### src/csri_pkg.sv
// ============================================================
// Shared constants of the charger register interface
// ============================================================
package csri_pkg;

  // ==========================================================
  // Bus addressing and command codes
  // ==========================================================
  localparam logic [6:0] SLAVE_ADDR  = 7'h09;  // Eight-bit form is 0x12
  localparam logic [7:0] CMD_MODE    = 8'h12;  // Operating modes
  localparam logic [7:0] CMD_STATUS  = 8'h13;  // Operating status, read only
  localparam logic [7:0] CMD_CURR    = 8'h14;  // Charge current limit
  localparam logic [7:0] CMD_VOLT    = 8'h15;  // Charge voltage limit
  localparam logic [7:0] CMD_INCURR  = 8'h3F;  // Input current limit

  // ==========================================================
  // Field positions
  // ==========================================================
  localparam int BIT_BAT_SYS  = 6;   // Status: battery feeds system
  localparam int BIT_ADP_SYS  = 7;   // Status: adapter feeds system
  localparam int BIT_VRANGE   = 4;   // Status: voltage range fault
  localparam int BIT_LEARN    = 6;   // Mode: discharge calibration
  localparam int DEP_LSB      = 9;   // Mode: depleted threshold low bit
  localparam int DEP_MSB      = 11;  // Mode: depleted threshold high bit
  localparam int PIN_SCL      = 0;   // Sync slot of bus clock
  localparam int PIN_SDA      = 1;   // Sync slot of bus data
  localparam int PIN_ADP      = 2;   // Sync slot of adapter detect
  localparam int NUM_PINS     = 3;   // Synchronised pins
  localparam logic [3:0] BITS_PER_BYTE = 4'h8;  // Bits per bus byte

  // ==========================================================
  // Charge voltage windows in millivolts
  // ==========================================================
  localparam logic [15:0] V_PRECHG = 16'h2328;  // 9000 mV
  localparam logic [15:0] V_3C_LO  = 16'h2EE0;  // 12000 mV
  localparam logic [15:0] V_3C_HI  = 16'h3840;  // 14400 mV
  localparam logic [15:0] V_4C_LO  = 16'h3E80;  // 16000 mV

  // ==========================================================
  // Values after reset
  // ==========================================================
  localparam logic [15:0] RST_WORD   = 16'h0000;  // Limits and modes
  localparam logic [15:0] RST_STATUS = 16'h0040;  // Battery on system
  localparam logic [7:0]  RST_BYTE   = 8'h00;     // Shift and command
  localparam logic [3:0]  RST_CNT    = 4'h0;      // Bit counter

  // Bus engine states
  typedef enum logic [2:0] {
    ST_IDLE  = 3'b000,
    ST_ADDR  = 3'b001,
    ST_ACK   = 3'b010,
    ST_CMD   = 3'b011,
    ST_WDATA = 3'b100,
    ST_TX    = 3'b101,
    ST_RXACK = 3'b110
  } csri_state_t;

endpackage

### src/csri_pin_if.sv
`timescale 1ns/10ps
// ============================================================
// Clean pin levels and events from synchroniser to core
// ============================================================
interface csri_pin_if;
  logic scl;       // Stable bus clock level
  logic sda;       // Stable bus data level
  logic adp;       // Stable adapter detect level
  logic scl_rise;  // Bus clock rose
  logic scl_fall;  // Bus clock fell
  logic start;     // Start or repeated start seen
  logic stop;      // Stop seen
  modport src (output scl, sda, adp, scl_rise, scl_fall, start, stop);
  modport snk (input  scl, sda, adp, scl_rise, scl_fall, start, stop);
endinterface

### src/csri_pin_sync.sv
`timescale 1ns/10ps
// ============================================================
// Three-stage pin synchroniser with edge and frame detection
// ============================================================
module csri_pin_sync
  import csri_pkg::*;
(
  input  wire logic i_core_clk,
  input  wire logic i_rst_n,
  input  wire logic i_scl,
  input  wire logic i_sda,
  input  wire logic i_adapter_det,
  csri_pin_if.src   pins
);

  // All state of the synchroniser
  typedef struct packed {
    logic [NUM_PINS-1:0] ff1;  // First stage, read by second only
    logic [NUM_PINS-1:0] ff2;  // Second stage
    logic [NUM_PINS-1:0] ff3;  // Third stage
    logic [NUM_PINS-1:0] lvl;  // Accepted level
    logic                rise; // Bus clock rose
    logic                fall; // Bus clock fell
    logic                sta;  // Start condition
    logic                sto;  // Stop condition
  } csri_sync_t;

  csri_sync_t s;       // Registered state
  csri_sync_t next_s;  // Next state

  // ==========================================================
  // Next state
  // ==========================================================
  always_comb begin
    next_s     = s;
    next_s.ff1 = {i_adapter_det, i_sda, i_scl};
    next_s.ff2 = s.ff1;
    next_s.ff3 = s.ff2;
    // Accept a level once second and third stages agree
    next_s.lvl  = (s.ff2 & s.ff3) | (s.lvl & (s.ff2 ^ s.ff3));
    next_s.rise = ~s.lvl[PIN_SCL] & next_s.lvl[PIN_SCL];
    next_s.fall = s.lvl[PIN_SCL] & ~next_s.lvl[PIN_SCL];
    // Data moves while clock stays high
    next_s.sta  = s.lvl[PIN_SCL] & next_s.lvl[PIN_SCL]
                & s.lvl[PIN_SDA] & ~next_s.lvl[PIN_SDA];
    next_s.sto  = s.lvl[PIN_SCL] & next_s.lvl[PIN_SCL]
                & ~s.lvl[PIN_SDA] & next_s.lvl[PIN_SDA];
  end

  // Idle bus high and adapter detect level low after reset
  always_ff @(posedge i_core_clk or negedge i_rst_n) begin
    if (!i_rst_n) begin
      s <= '{ff1: 3'h3, ff2: 3'h3, ff3: 3'h3, lvl: 3'h3,
             rise: 1'b0, fall: 1'b0, sta: 1'b0, sto: 1'b0};
    end else begin
      s <= next_s;
    end
  end

  // Outputs to the core
  assign pins.scl      = s.lvl[PIN_SCL];
  assign pins.sda      = s.lvl[PIN_SDA];
  assign pins.adp      = s.lvl[PIN_ADP];
  assign pins.scl_rise = s.rise;
  assign pins.scl_fall = s.fall;
  assign pins.start    = s.sta;
  assign pins.stop     = s.sto;

endmodule // csri_pin_sync

### src/csri_charger_regs.sv
`timescale 1ns/10ps
// ============================================================
// Charger bus slave, register bank, alert and source selector
// ============================================================
// Function
// - Full bus protocol, no packet error check
// - Answer only at address 0x12
// - Five sixteen-bit registers, nothing else
// - Command 0x15 sets charge voltage
// - Command 0x14 sets charge current
// - Command 0x3F sets input current limit
// - Command 0x12 sets modes, calibration
// - Command 0x13 reads operating status
// - Status change pulls alert low
// - Alert holds until status read completes
// - Charging unaffected by unread status
// - No watchdog, settings persist forever
// - Adapter feeds system when present, outside calibration
// - Calibration mode puts battery on system
// - Status bits 6,7 show battery, adapter source
// - Mode bits 9-11 select depleted threshold
// - Charge voltage zero after reset
// - Bad voltage disables, flags, alerts
module csri_charger_regs
  import csri_pkg::*;
(
  input  wire logic        i_core_clk,
  input  wire logic        i_rst_n,
  input  wire logic        i_scl,
  input  wire logic        i_sda,
  output logic             o_sda,
  output logic             o_sda_oe_n,
  input  wire logic        i_alert,
  output logic             o_alert,
  output logic             o_alert_oe_n,
  input  wire logic        i_adapter_det,
  output logic [15:0]      o_charge_voltage_limit,
  output logic [15:0]      o_charge_current_limit,
  output logic [15:0]      o_input_current_limit,
  output logic [15:0]      o_mode_control,
  output logic [2:0]       o_depleted_pack_threshold,
  output logic             o_charge_en,
  output logic             o_adapter_to_sys,
  output logic             o_battery_to_sys
);

  // ==========================================================
  // State
  // ==========================================================
  typedef struct packed {
    csri_state_t st;        // Bus engine state
    csri_state_t aft;       // State after acknowledge
    logic [7:0]  sh;        // Receive shift register
    logic [3:0]  cnt;       // Bit counter
    logic        rw;        // Read direction
    logic [7:0]  cmd;       // Selected command code
    logic [7:0]  lo;        // Held low byte of a write
    logic [1:0]  bidx;      // Data byte index
    logic [15:0] tx;        // Word snapshot for reads
    logic        sda_oe_n;  // Data pin enable, low drives
    logic        alert_oe_n;// Alert pin enable, low drives
    logic [15:0] mode;      // mode_control
    logic [15:0] ccur;      // charge_current_limit
    logic [15:0] cvolt;     // charge_voltage_limit
    logic [15:0] icur;      // input_current_limit
    logic [15:0] status;    // operating_status
    logic        chg_en;    // Charger enabled
    logic        adp_sys;   // Adapter switched to system
    logic        bat_sys;   // Battery switched to system
  } csri_core_t;

  csri_core_t s;        // Registered state
  csri_core_t next_s;   // Next state
  csri_pin_if pins ();  // Clean pin view
  logic       wr_commit;// Full write word taken
  logic       rd_clr;   // Status read completed
  logic       stat_chg; // Status content changed
  logic       v_bad;    // Programmed voltage out of range
  logic [15:0] wword;   // Word being written

  // ==========================================================
  // Pin synchroniser
  // ==========================================================
  csri_pin_sync u_sync (
    .i_core_clk    (i_core_clk),
    .i_rst_n       (i_rst_n),
    .i_scl         (i_scl),
    .i_sda         (i_sda),
    .i_adapter_det (i_adapter_det),
    .pins          (pins.src)
  );

  // ==========================================================
  // Helpers
  // ==========================================================
  // Only these codes are mapped
  function automatic logic mapped(input logic [7:0] c);
    mapped = (c == CMD_MODE) || (c == CMD_STATUS) || (c == CMD_CURR)
          || (c == CMD_VOLT) || (c == CMD_INCURR);
  endfunction

  // Voltage check on bits 1 to 14; anything from the top window up passes
  function automatic logic volt_bad(input logic [15:0] v);
    logic [15:0] m;
    m = {1'b0, v[14:1], 1'b0};
    volt_bad = (m != RST_WORD) && !((m == V_PRECHG)
            || ((m >= V_3C_LO) && (m <= V_3C_HI)) || (m >= V_4C_LO));
  endfunction

  // Read multiplexer
  function automatic logic [15:0] rd_word(input csri_core_t q);
    unique case (q.cmd)
      CMD_MODE:   rd_word = q.mode;
      CMD_STATUS: rd_word = q.status;
      CMD_CURR:   rd_word = q.ccur;
      CMD_VOLT:   rd_word = q.cvolt;
      CMD_INCURR: rd_word = q.icur;
      default:    rd_word = RST_WORD;
    endcase
  endfunction

  // Bit to send, most significant first
  function automatic logic tx_bit(input logic [15:0] w, input logic hi,
                                  input logic [2:0] k);
    tx_bit = w[{hi, 3'h7 - k}];
  endfunction

  assign v_bad = volt_bad(s.cvolt);
  assign wword = {s.sh, s.lo};

  // ==========================================================
  // Next state
  // ==========================================================
  always_comb begin
    next_s    = s;
    wr_commit = 1'b0;
    rd_clr    = 1'b0;
    // Stop or start resets the engine anywhere; no check byte
    if (pins.stop) begin
      next_s.st       = ST_IDLE;
      next_s.sda_oe_n = 1'b1;
    end else if (pins.start) begin
      next_s.st       = ST_ADDR;
      next_s.cnt      = RST_CNT;
      next_s.sda_oe_n = 1'b1;
    end else begin
      unique case (s.st)
        // Waiting for a start
        ST_IDLE: begin
        end
        // Receiving a byte
        ST_ADDR, ST_CMD, ST_WDATA: begin
          if (pins.scl_rise) begin
            next_s.sh  = {s.sh[6:0], pins.sda};
            next_s.cnt = s.cnt + 4'h1;
          end else if (pins.scl_fall && (s.cnt == BITS_PER_BYTE)) begin
            next_s.cnt      = RST_CNT;
            next_s.st       = ST_ACK;
            next_s.sda_oe_n = 1'b0;
            if (s.st == ST_ADDR) begin
              next_s.rw   = s.sh[0];
              next_s.bidx = 2'h0;
              next_s.tx   = rd_word(s);
              next_s.aft  = s.sh[0] ? ST_TX : ST_CMD;
              if (s.sh[7:1] != SLAVE_ADDR) begin
                next_s.st       = ST_IDLE;
                next_s.sda_oe_n = 1'b1;
              end
            end else if (s.st == ST_CMD) begin
              next_s.cmd = s.sh;
              next_s.aft = ST_WDATA;
              if (!mapped(s.sh)) begin
                next_s.st       = ST_IDLE;
                next_s.sda_oe_n = 1'b1;
              end
            end else if (s.bidx == 2'h0) begin
              // Low byte comes first and is held
              next_s.lo   = s.sh;
              next_s.bidx = 2'h1;
              next_s.aft  = ST_WDATA;
            end else if (s.bidx == 2'h1) begin
              wr_commit   = 1'b1;
              next_s.bidx = 2'h2;
              next_s.aft  = ST_WDATA;
            end else begin
              // Bytes past the word are refused
              next_s.st       = ST_IDLE;
              next_s.sda_oe_n = 1'b1;
            end
          end
        end
        // Acknowledge bit held until the falling clock
        ST_ACK: begin
          if (pins.scl_fall) begin
            next_s.st = s.aft;
            if (s.aft == ST_TX) begin
              next_s.sda_oe_n = tx_bit(s.tx, s.bidx[0], 3'h0);
              next_s.cnt      = 4'h1;
            end else begin
              next_s.sda_oe_n = 1'b1;
            end
          end
        end
        // Sending a byte
        ST_TX: begin
          if (pins.scl_fall) begin
            if (s.cnt == BITS_PER_BYTE) begin
              next_s.sda_oe_n = 1'b1;
              next_s.st       = ST_RXACK;
            end else begin
              next_s.sda_oe_n = tx_bit(s.tx, s.bidx[0], s.cnt[2:0]);
              next_s.cnt      = s.cnt + 4'h1;
            end
          end
        end
        // Master answer after a sent byte
        ST_RXACK: begin
          if (pins.scl_rise) begin
            if (s.bidx == 2'h1) begin
              // A change after the snapshot keeps the alert up
              rd_clr    = (s.cmd == CMD_STATUS) && (s.tx == s.status);
              next_s.st = ST_IDLE;
            end else if (pins.sda) begin
              next_s.st = ST_IDLE;
            end else begin
              next_s.bidx = 2'h1;
              next_s.aft  = ST_TX;
              next_s.st   = ST_ACK;
            end
          end
        end
        default: begin
          next_s.st       = ST_IDLE;
          next_s.sda_oe_n = 1'b1;
        end
      endcase
    end

    // Word lands in one cycle; status ignores writes
    if (wr_commit) begin
      unique case (s.cmd)
        CMD_VOLT:   next_s.cvolt = wword;
        CMD_CURR:   next_s.ccur  = wword;
        CMD_INCURR: next_s.icur  = wword;
        CMD_MODE:   next_s.mode  = wword;
        default: begin
        end
      endcase
    end

    // Source selector; calibration overrides the adapter
    next_s.adp_sys = pins.adp & ~s.mode[BIT_LEARN];
    next_s.bat_sys = ~(pins.adp & ~s.mode[BIT_LEARN]);

    // Charging needs a good voltage and nonzero limits
    next_s.chg_en = !v_bad && (s.cvolt != RST_WORD)
                 && (s.ccur != RST_WORD) && (s.icur != RST_WORD);

    // Status content from the block's own state
    next_s.status              = RST_WORD;
    next_s.status[BIT_ADP_SYS] = s.adp_sys;
    next_s.status[BIT_BAT_SYS] = s.bat_sys;
    next_s.status[BIT_VRANGE]  = v_bad;
    stat_chg = (next_s.status != s.status);

    // A change wins over a clear in the same cycle
    if (stat_chg) begin
      next_s.alert_oe_n = 1'b0;
    end else if (rd_clr) begin
      next_s.alert_oe_n = 1'b1;
    end
  end

  // ==========================================================
  // State register; settings never time out
  // ==========================================================
  always_ff @(posedge i_core_clk or negedge i_rst_n) begin
    if (!i_rst_n) begin
      s <= '{st: ST_IDLE, aft: ST_IDLE, sh: RST_BYTE, cnt: RST_CNT,
             rw: 1'b0, cmd: RST_BYTE, lo: RST_BYTE, bidx: 2'h0,
             tx: RST_WORD, sda_oe_n: 1'b1, alert_oe_n: 1'b1,
             mode: RST_WORD, ccur: RST_WORD,
             cvolt: RST_WORD,
             icur: RST_WORD, status: RST_STATUS, chg_en: 1'b0,
             adp_sys: 1'b0, bat_sys: 1'b1};
    end else begin
      s <= next_s;
    end
  end

  // ==========================================================
  // Outputs
  // ==========================================================
  assign o_sda                     = 1'b0;
  assign o_sda_oe_n                = s.sda_oe_n;
  assign o_alert                   = 1'b0;
  assign o_alert_oe_n              = s.alert_oe_n;
  assign o_charge_voltage_limit    = s.cvolt;
  assign o_charge_current_limit    = s.ccur;
  assign o_input_current_limit     = s.icur;
  assign o_mode_control            = s.mode;
  assign o_depleted_pack_threshold = s.mode[DEP_MSB:DEP_LSB];
  assign o_charge_en               = s.chg_en;
  assign o_adapter_to_sys          = s.adp_sys;
  assign o_battery_to_sys          = s.bat_sys;
endmodule // csri_charger_regs

### config.mk
export PLATFORM = sky130hd
export DESIGN_NAME = csri_charger_regs
export DESIGN_NICKNAME = d
export VERILOG_FILES = /design/src/csri_pkg.sv /design/src/csri_pin_if.sv /design/src/csri_pin_sync.sv /design/src/csri_charger_regs.sv
export SDC_FILE = /design/constraint.sdc
export NUM_CORES = 1
export LEC_CHECK = 0
export ABC_CLOCK_PERIOD_IN_PS = 2400
export BUFFER_PORTS_ARGS = -buffer_cell sky130_fd_sc_hd__buf_2
export CAP_MARGIN = 20
export CORE_MARGIN = 1
export CORE_UTILIZATION = 49
export CTS_CLUSTER_DIAMETER = 100
export DETAILED_ROUTE_END_ITERATION = 7
export PLACE_DENSITY = 0.79
export SLEW_MARGIN = 20
export SYNTH_ARGS = -nofsm -noshare
export SYNTH_HDL_FRONTEND = slang
export SYNTH_SLANG_ARGS = --single-unit
### constraint.sdc
create_clock -name i_core_clk -period 2.4 [get_ports i_core_clk]
set_input_delay 0.36 -clock i_core_clk [delete_from_list [all_inputs] [get_ports i_core_clk]]
set_output_delay 0.36 -clock i_core_clk [all_outputs]
set_load 0.03 [all_outputs]
After elaboration in Yosys (flattened, before gate mapping). Index checks and enable logic that the tools add are counted.

Bitwise operators: 23. Add/sub/neg operators: 2. Eq/ne operators: 44. Magnitude comparators: 5. Mux-type cells: 79. Reduce and logical (&&, ||, !) cells: 39.

Operators with widths (count): 16-bit case mux with 5 select lines (1); 8-bit by 5-bit equality test with 1-bit output, second input constant (8); 16-bit nonzero test (3); 40-bit 2-to-1 mux (1); 1-bit 2-to-1 mux (32); 16-bit 2-to-1 mux (2); 15-bit by 14-bit >= comparator with 1-bit output, second input constant (2); 3-bit 2-to-1 mux (10); 6-bit 2-to-1 mux (5); 2-bit 2-to-1 mux (12); 4-bit 2-to-1 mux (6); 7-bit AND reduction (3); 19-bit 2-to-1 mux (1); 16-bit by 8-bit equality test with 1-bit output (1); 8-bit by 6-bit equality test with 1-bit output, second input constant (2); 8-bit 2-to-1 mux (2); 15-bit by 14-bit <= comparator with 1-bit output, second input constant (1); 3-bit case mux with 5 select lines (1); 14-bit by 13-bit equality test with 1-bit output, second input constant (1); 14-bit nonzero test (1); 3-bit equality test, second input constant (4); 3-bit by 1-bit != test with 1-bit output, second input constant (4); 4-bit by 1-bit != test with 1-bit output, second input constant (3); 4-bit by 2-bit != test with 1-bit output, second input constant (3); other kinds (42) (83).

Logic and storage cells: 219. Bits in registers: 141. Input bits: 6. Output and inout port bits: 74.

Depth between registers and ports, before layout.
Word-level depth: 13. Depth in mapped cells: 9. Mapped depth without buffers: 7.

Cells and area by module. From an unflattened synthesis, not the netlist that was laid out.

Cell total of the unflattened synthesis: 620. Area total of the unflattened synthesis: 7285.7 um^2.

Modules (own cells, without submodules): csri_charger_regs (times used 1, area an instance 6766.5 um^2, cells each 593, seq. area each 3108.0 um^2); csri_pin_sync (times used 1, area an instance 519.2 um^2, cells each 27, seq. area each 410.4 um^2).

Least setup slack after synthesis. Ideal clock, no wire load.

Path kind: reg2reg. Start: reg s[120] (netlist name). End: reg s, in the netlist o_charge_current_limit[8]. Buffers on the path: 2. Clock period less this slack: 2.486 ns. Required time: 2.272 ns. Stages on the path, launching flop included: 10. Arrival: 2.359 ns. Path slack: -0.086 ns. Setup time: 0.128 ns. Path through: dfrtp_1 -> clkbuf_1 -> inv_1 -> ha_1 -> nand3b_1 -> nor2_2 -> nand4_4 -> nor4_4 -> buf_4 -> mux2_1.

Longest elaborated chain between the ends: 8.

Ends and longest elaborated chain: start: declaration (line csri_charger_regs.sv:72) `csri_core_t s;`; start signal: assignment (line csri_charger_regs.sv:279) `s <= '{st: ST_IDLE, aft: ST_IDLE, sh: RST_BYTE, cnt: RST_CNT,`; start signal: assignment (line csri_charger_regs.sv:287) `s <= next_s;`; 4-bit equality test (line csri_charger_regs.sv:156) `end else if (pins.scl_fall && (s.cnt == BITS_PER_BYTE)) begin`; 1-bit logical AND (line csri_charger_regs.sv:156); 1-bit 2-to-1 mux (line csri_charger_regs.sv:156); 1-bit 2-to-1 mux (line csri_charger_regs.sv:153) `if (pins.scl_rise) begin`; 1-bit 2-to-1 mux (line csri_charger_regs.sv:147) `unique case (s.st)`; 1-bit 2-to-1 mux (line csri_charger_regs.sv:142) `end else if (pins.start) begin`; 1-bit 2-to-1 mux (line csri_charger_regs.sv:139) `if (pins.stop) begin`; 2-bit AND reduction (no source line).

No other way between the ends. A chain may end at the register's enable or synchronous reset.

Worst setup path after layout.
Start: reg s[121] (netlist name). End: reg s, in the netlist o_charge_current_limit[1].

The elaborated chain is that of the path after synthesis.

==> impl_metrics.ini <==
[synthesis]
yosys_register_bits = 140
async_flop_share_pct = 100
synth_cells = 621
synth_mux_area_share_pct = 16.1
yosysSeqAreaShare_pct = 48.7
synth_compound_gate_area_share_pct = 11.2
synth_edf_count = 0
synth_top_family_by_area = multiplexers
synth_top_area_share_pct = 44.3
synth_xor_area_share_pct = 0.606
synthTopCellsByCount = 128 x dfrtp_1, 73 x buf_4, 50 x mux2_1
synth_fa_ha_area_share_pct = 0.866
synth_ff_type = dfrtp_1
yosys.area_share.simple_pct = 12.5
syn-mean-instance-area_um2 = 11.6
yosysWarnings = 0
synth_area_leaders = dfrtp_1 44%, mux2_1 7.8%, buf_4 7.6%
yosysUniqueCellTypes = 78
synth_area_leader_cell = dfrtp_1
netlist_area_um2 = 7230
yosysMostFrequentCell = dfrtp_1

[critical_path]
path_class = reg -> reg
cp.required_ns = 2.70
r2r_slack_ns = 0.15
critPathCaptureType = flop
path_max_fanout = 16
crit_buf_inv = 2
crit_family = simple AND/OR/NAND/NOR gates
cp-start-kind = flop
worstPathCellList = inv_4 > ha_4 > nand3b_1 > nor2_4 > nand4_4 > nor4_4 > buf_12 > mux2_1
arrival_ns = 2.55
cp_slowest_cell = dfrtp_1
critical-path-max-stage-delay_ns = 0.40

[drt]
drc_errors = 0
drt-total-wl_um = 17800
ant_nets = 0
vias_per_cell = 6.22
dr.first_iter.drc_count = 442
post_drt_wl_per_cell_um = 21.0
via_count = 5259
first_pass_iters = 5

[grt]
gr-total-overflow = 0
grt_pass1_vias = 5051
grt_pass1_wl_um = 28300
antenna_found_initial = 0
grt_max_degree = 66
grt_usage_pct = 25.3

[floorplanning]
dieArea_um2 = 15200
coreArea_um2 = 14500
ios = 80
rows = 44
fp.dieW_um = 123
die_y_um = 123
start_util_pct = 49.9

[run_status]
status = finished clean

[clocking]
cts_tree = done
path_clk_slew_ns = 0.06
cts_inserted_buffers = 17
clockBufferDepth = 2
cts_sinks = 140
htreeDepth = 4
clk-insertion-delay-late_ns = 0.43
cts_root_buf = clkbuf_16

[pwr]
power_density_nw_per_um2 = 736
switching_power_mw = 1.57
sw_frac_of_total_pct = 25.9
clkPwrFrac_pct = 47.0
pwr-share-comb_pct = 9.7
peakVddDrop_mv = 0.474
p_int_mw = 4.49
p_seq_share_pct = 43.2
power_mw = 6.05
p_leak_nw = 4.09

[final_layout]
insertedDiodeCount = 0
synthToLayoutAreaGrowth_pct = 13.9
nets = 660
nFillCells = 1141
drive_above_1_share_pct = 34.6

[flow_run]
cap_violations = 0

[sta]
finClkSkew_ns = 0.00742
final-hold-violation-count = 0
rsz0062_at_grt = false
period_minus_slack_ns = 2.25
setup-violations-final = 0
fin_tns_setup_ns = 0
period_share_pct = 93.7
max_slew_margin_pct = 55.6
worstMarginPinSlew_ns = 0.663
clock.fmax_ghz = 0.445
drv_slew = 0

[hold_path]
hp-class = in -> reg

[place]
portBuffers = 76
place_congestion = 0.912
dpl.hpwl_um = 12500
[routing by layer]
metal | wire (µm) | part of all wire (%) | global-route usage, %
met1 | 7090 | 40 | 32.3
met2 | 9000 | 51 | 41.3
met3 | 1240 | 7.0 | 6.23
met4 | 464 | 2.6 | 9.79
met5 | 0 | 0 | 0
[power groups by stage]
stage,logic (mW),registers (mW),clock network (mW)
finish,0.589,2.62,2.85
detailed placement,0.590,2.65,0
global route,0.652,2.63,2.98
global placement,0.564,2.64,0
floorplan,0.438,2.57,0
CTS,0.592,2.61,2.88
[worst paths after layout]
path	startpoint	depth (start not counted)	endpoint
min reg2reg	u_sync.next_s[11]	0	u_sync.next_s[8]
min in group asynchronous	i_rst_n	2	u_sync.next_s[12]
min	i_sda	1	u_sync.next_s[11]
max	s[121]	8	o_charge_current_limit[1]
max reg2reg	s[121]	8	o_charge_current_limit[1]
max in group asynchronous	i_rst_n	3	s[130]
[cell usage in the layout (no fill, tap or decap), drive strengths merged, types with 5 or more instances in the layout]
cell and instances:
nor2b 8, a211oi 6, nand3 8, dfrtp 128
mux2 91, buf 111, o21ai 17, a222oi 13
nand2b 8, nor2 13, a21oi 11, clkinv 5
ha 5, nand2 42, nor4 13, a21o 7
nor3 10, a22o 16, clkbuf 18, mux2i 9
dfstp 12, inv 18, nand4 8
[flip-flops by register name (all words and copies together) (netlist names)]
name and flops:
u_sync.pins.adp 1, u_sync.pins.stop 1, o_charge_current_limit 16, u_sync.pins.start 1
s 55, u_sync.pins.scl_rise 1, u_sync.pins.scl 1, o_mode_control 16
u_sync.pins.scl_fall 1, o_alert_oe_n 1, o_sda_oe_n 1, o_input_current_limit 16
o_adapter_to_sys 1, u_sync.s 3, o_charge_voltage_limit 16, o_battery_to_sys 1
o_charge_en 1, u_sync.next_s 6, u_sync.pins.sda 1
[layout make-up]
cell class | count | area [µm²] | area share (%)
repair buffers | 112 | 734 | 8.92
inverters | 14 | 57.6 | 0.699
clock inverters | 14 | 209 | 2.54
clock buffers | 18 | 439 | 5.34
multi-input cells | 364 | 3040 | 37.0
well taps | 184 | 230 | 2.80
flip-flops and latches | 140 | 3520 | 42.7
[what timing repair did]
item | CTS | global route
endpoints found under the setup margin | 0 | 1
gates resized for setup | 0 | 1
hold endpoints to repair | 51 | 0
hold buffers | 1 | 0
setup buffers | 0 | 0
[metrics by stage]
| stage | std cells | hold slack, ns | util (%) | area [µm²] | setup WS [ns] |
|---|---|---|---|---|---|
| 3_3_place_gp | 813 | 0.333 | 52.2 | 7560 | 0.214 |
| 2_1_floorplan | 622 | 0.0644 | - | 7310 | 0.000703 |
| 5_1_grt | 846 | 0.0159 | 56.8 | 8230 | 0.0240 |
| 6_report | 846 | 0.0281 | 56.8 | 8230 | 0.152 |
| 3_5_place_dp | 813 | 0.345 | 52.2 | 7560 | 0.144 |
| 4_1_cts | 846 | 0.0151 | 56.8 | 8220 | 0.0956 |
[logic make-up (layout without fill, tap and decap cells)]
group                      after synthesis  count (layout)
AOI/OAI and AO/OA                      103             103
muxes                                  102             102
DFF                                    140             140
buffers and inverters                  118             158
xor gates and xnor gates                 5               5
adders and majority gates                5               5
and+or+nand+nor                        147             147
other                                    1               2
Note: power is estimated with default switching activity, not from simulation.
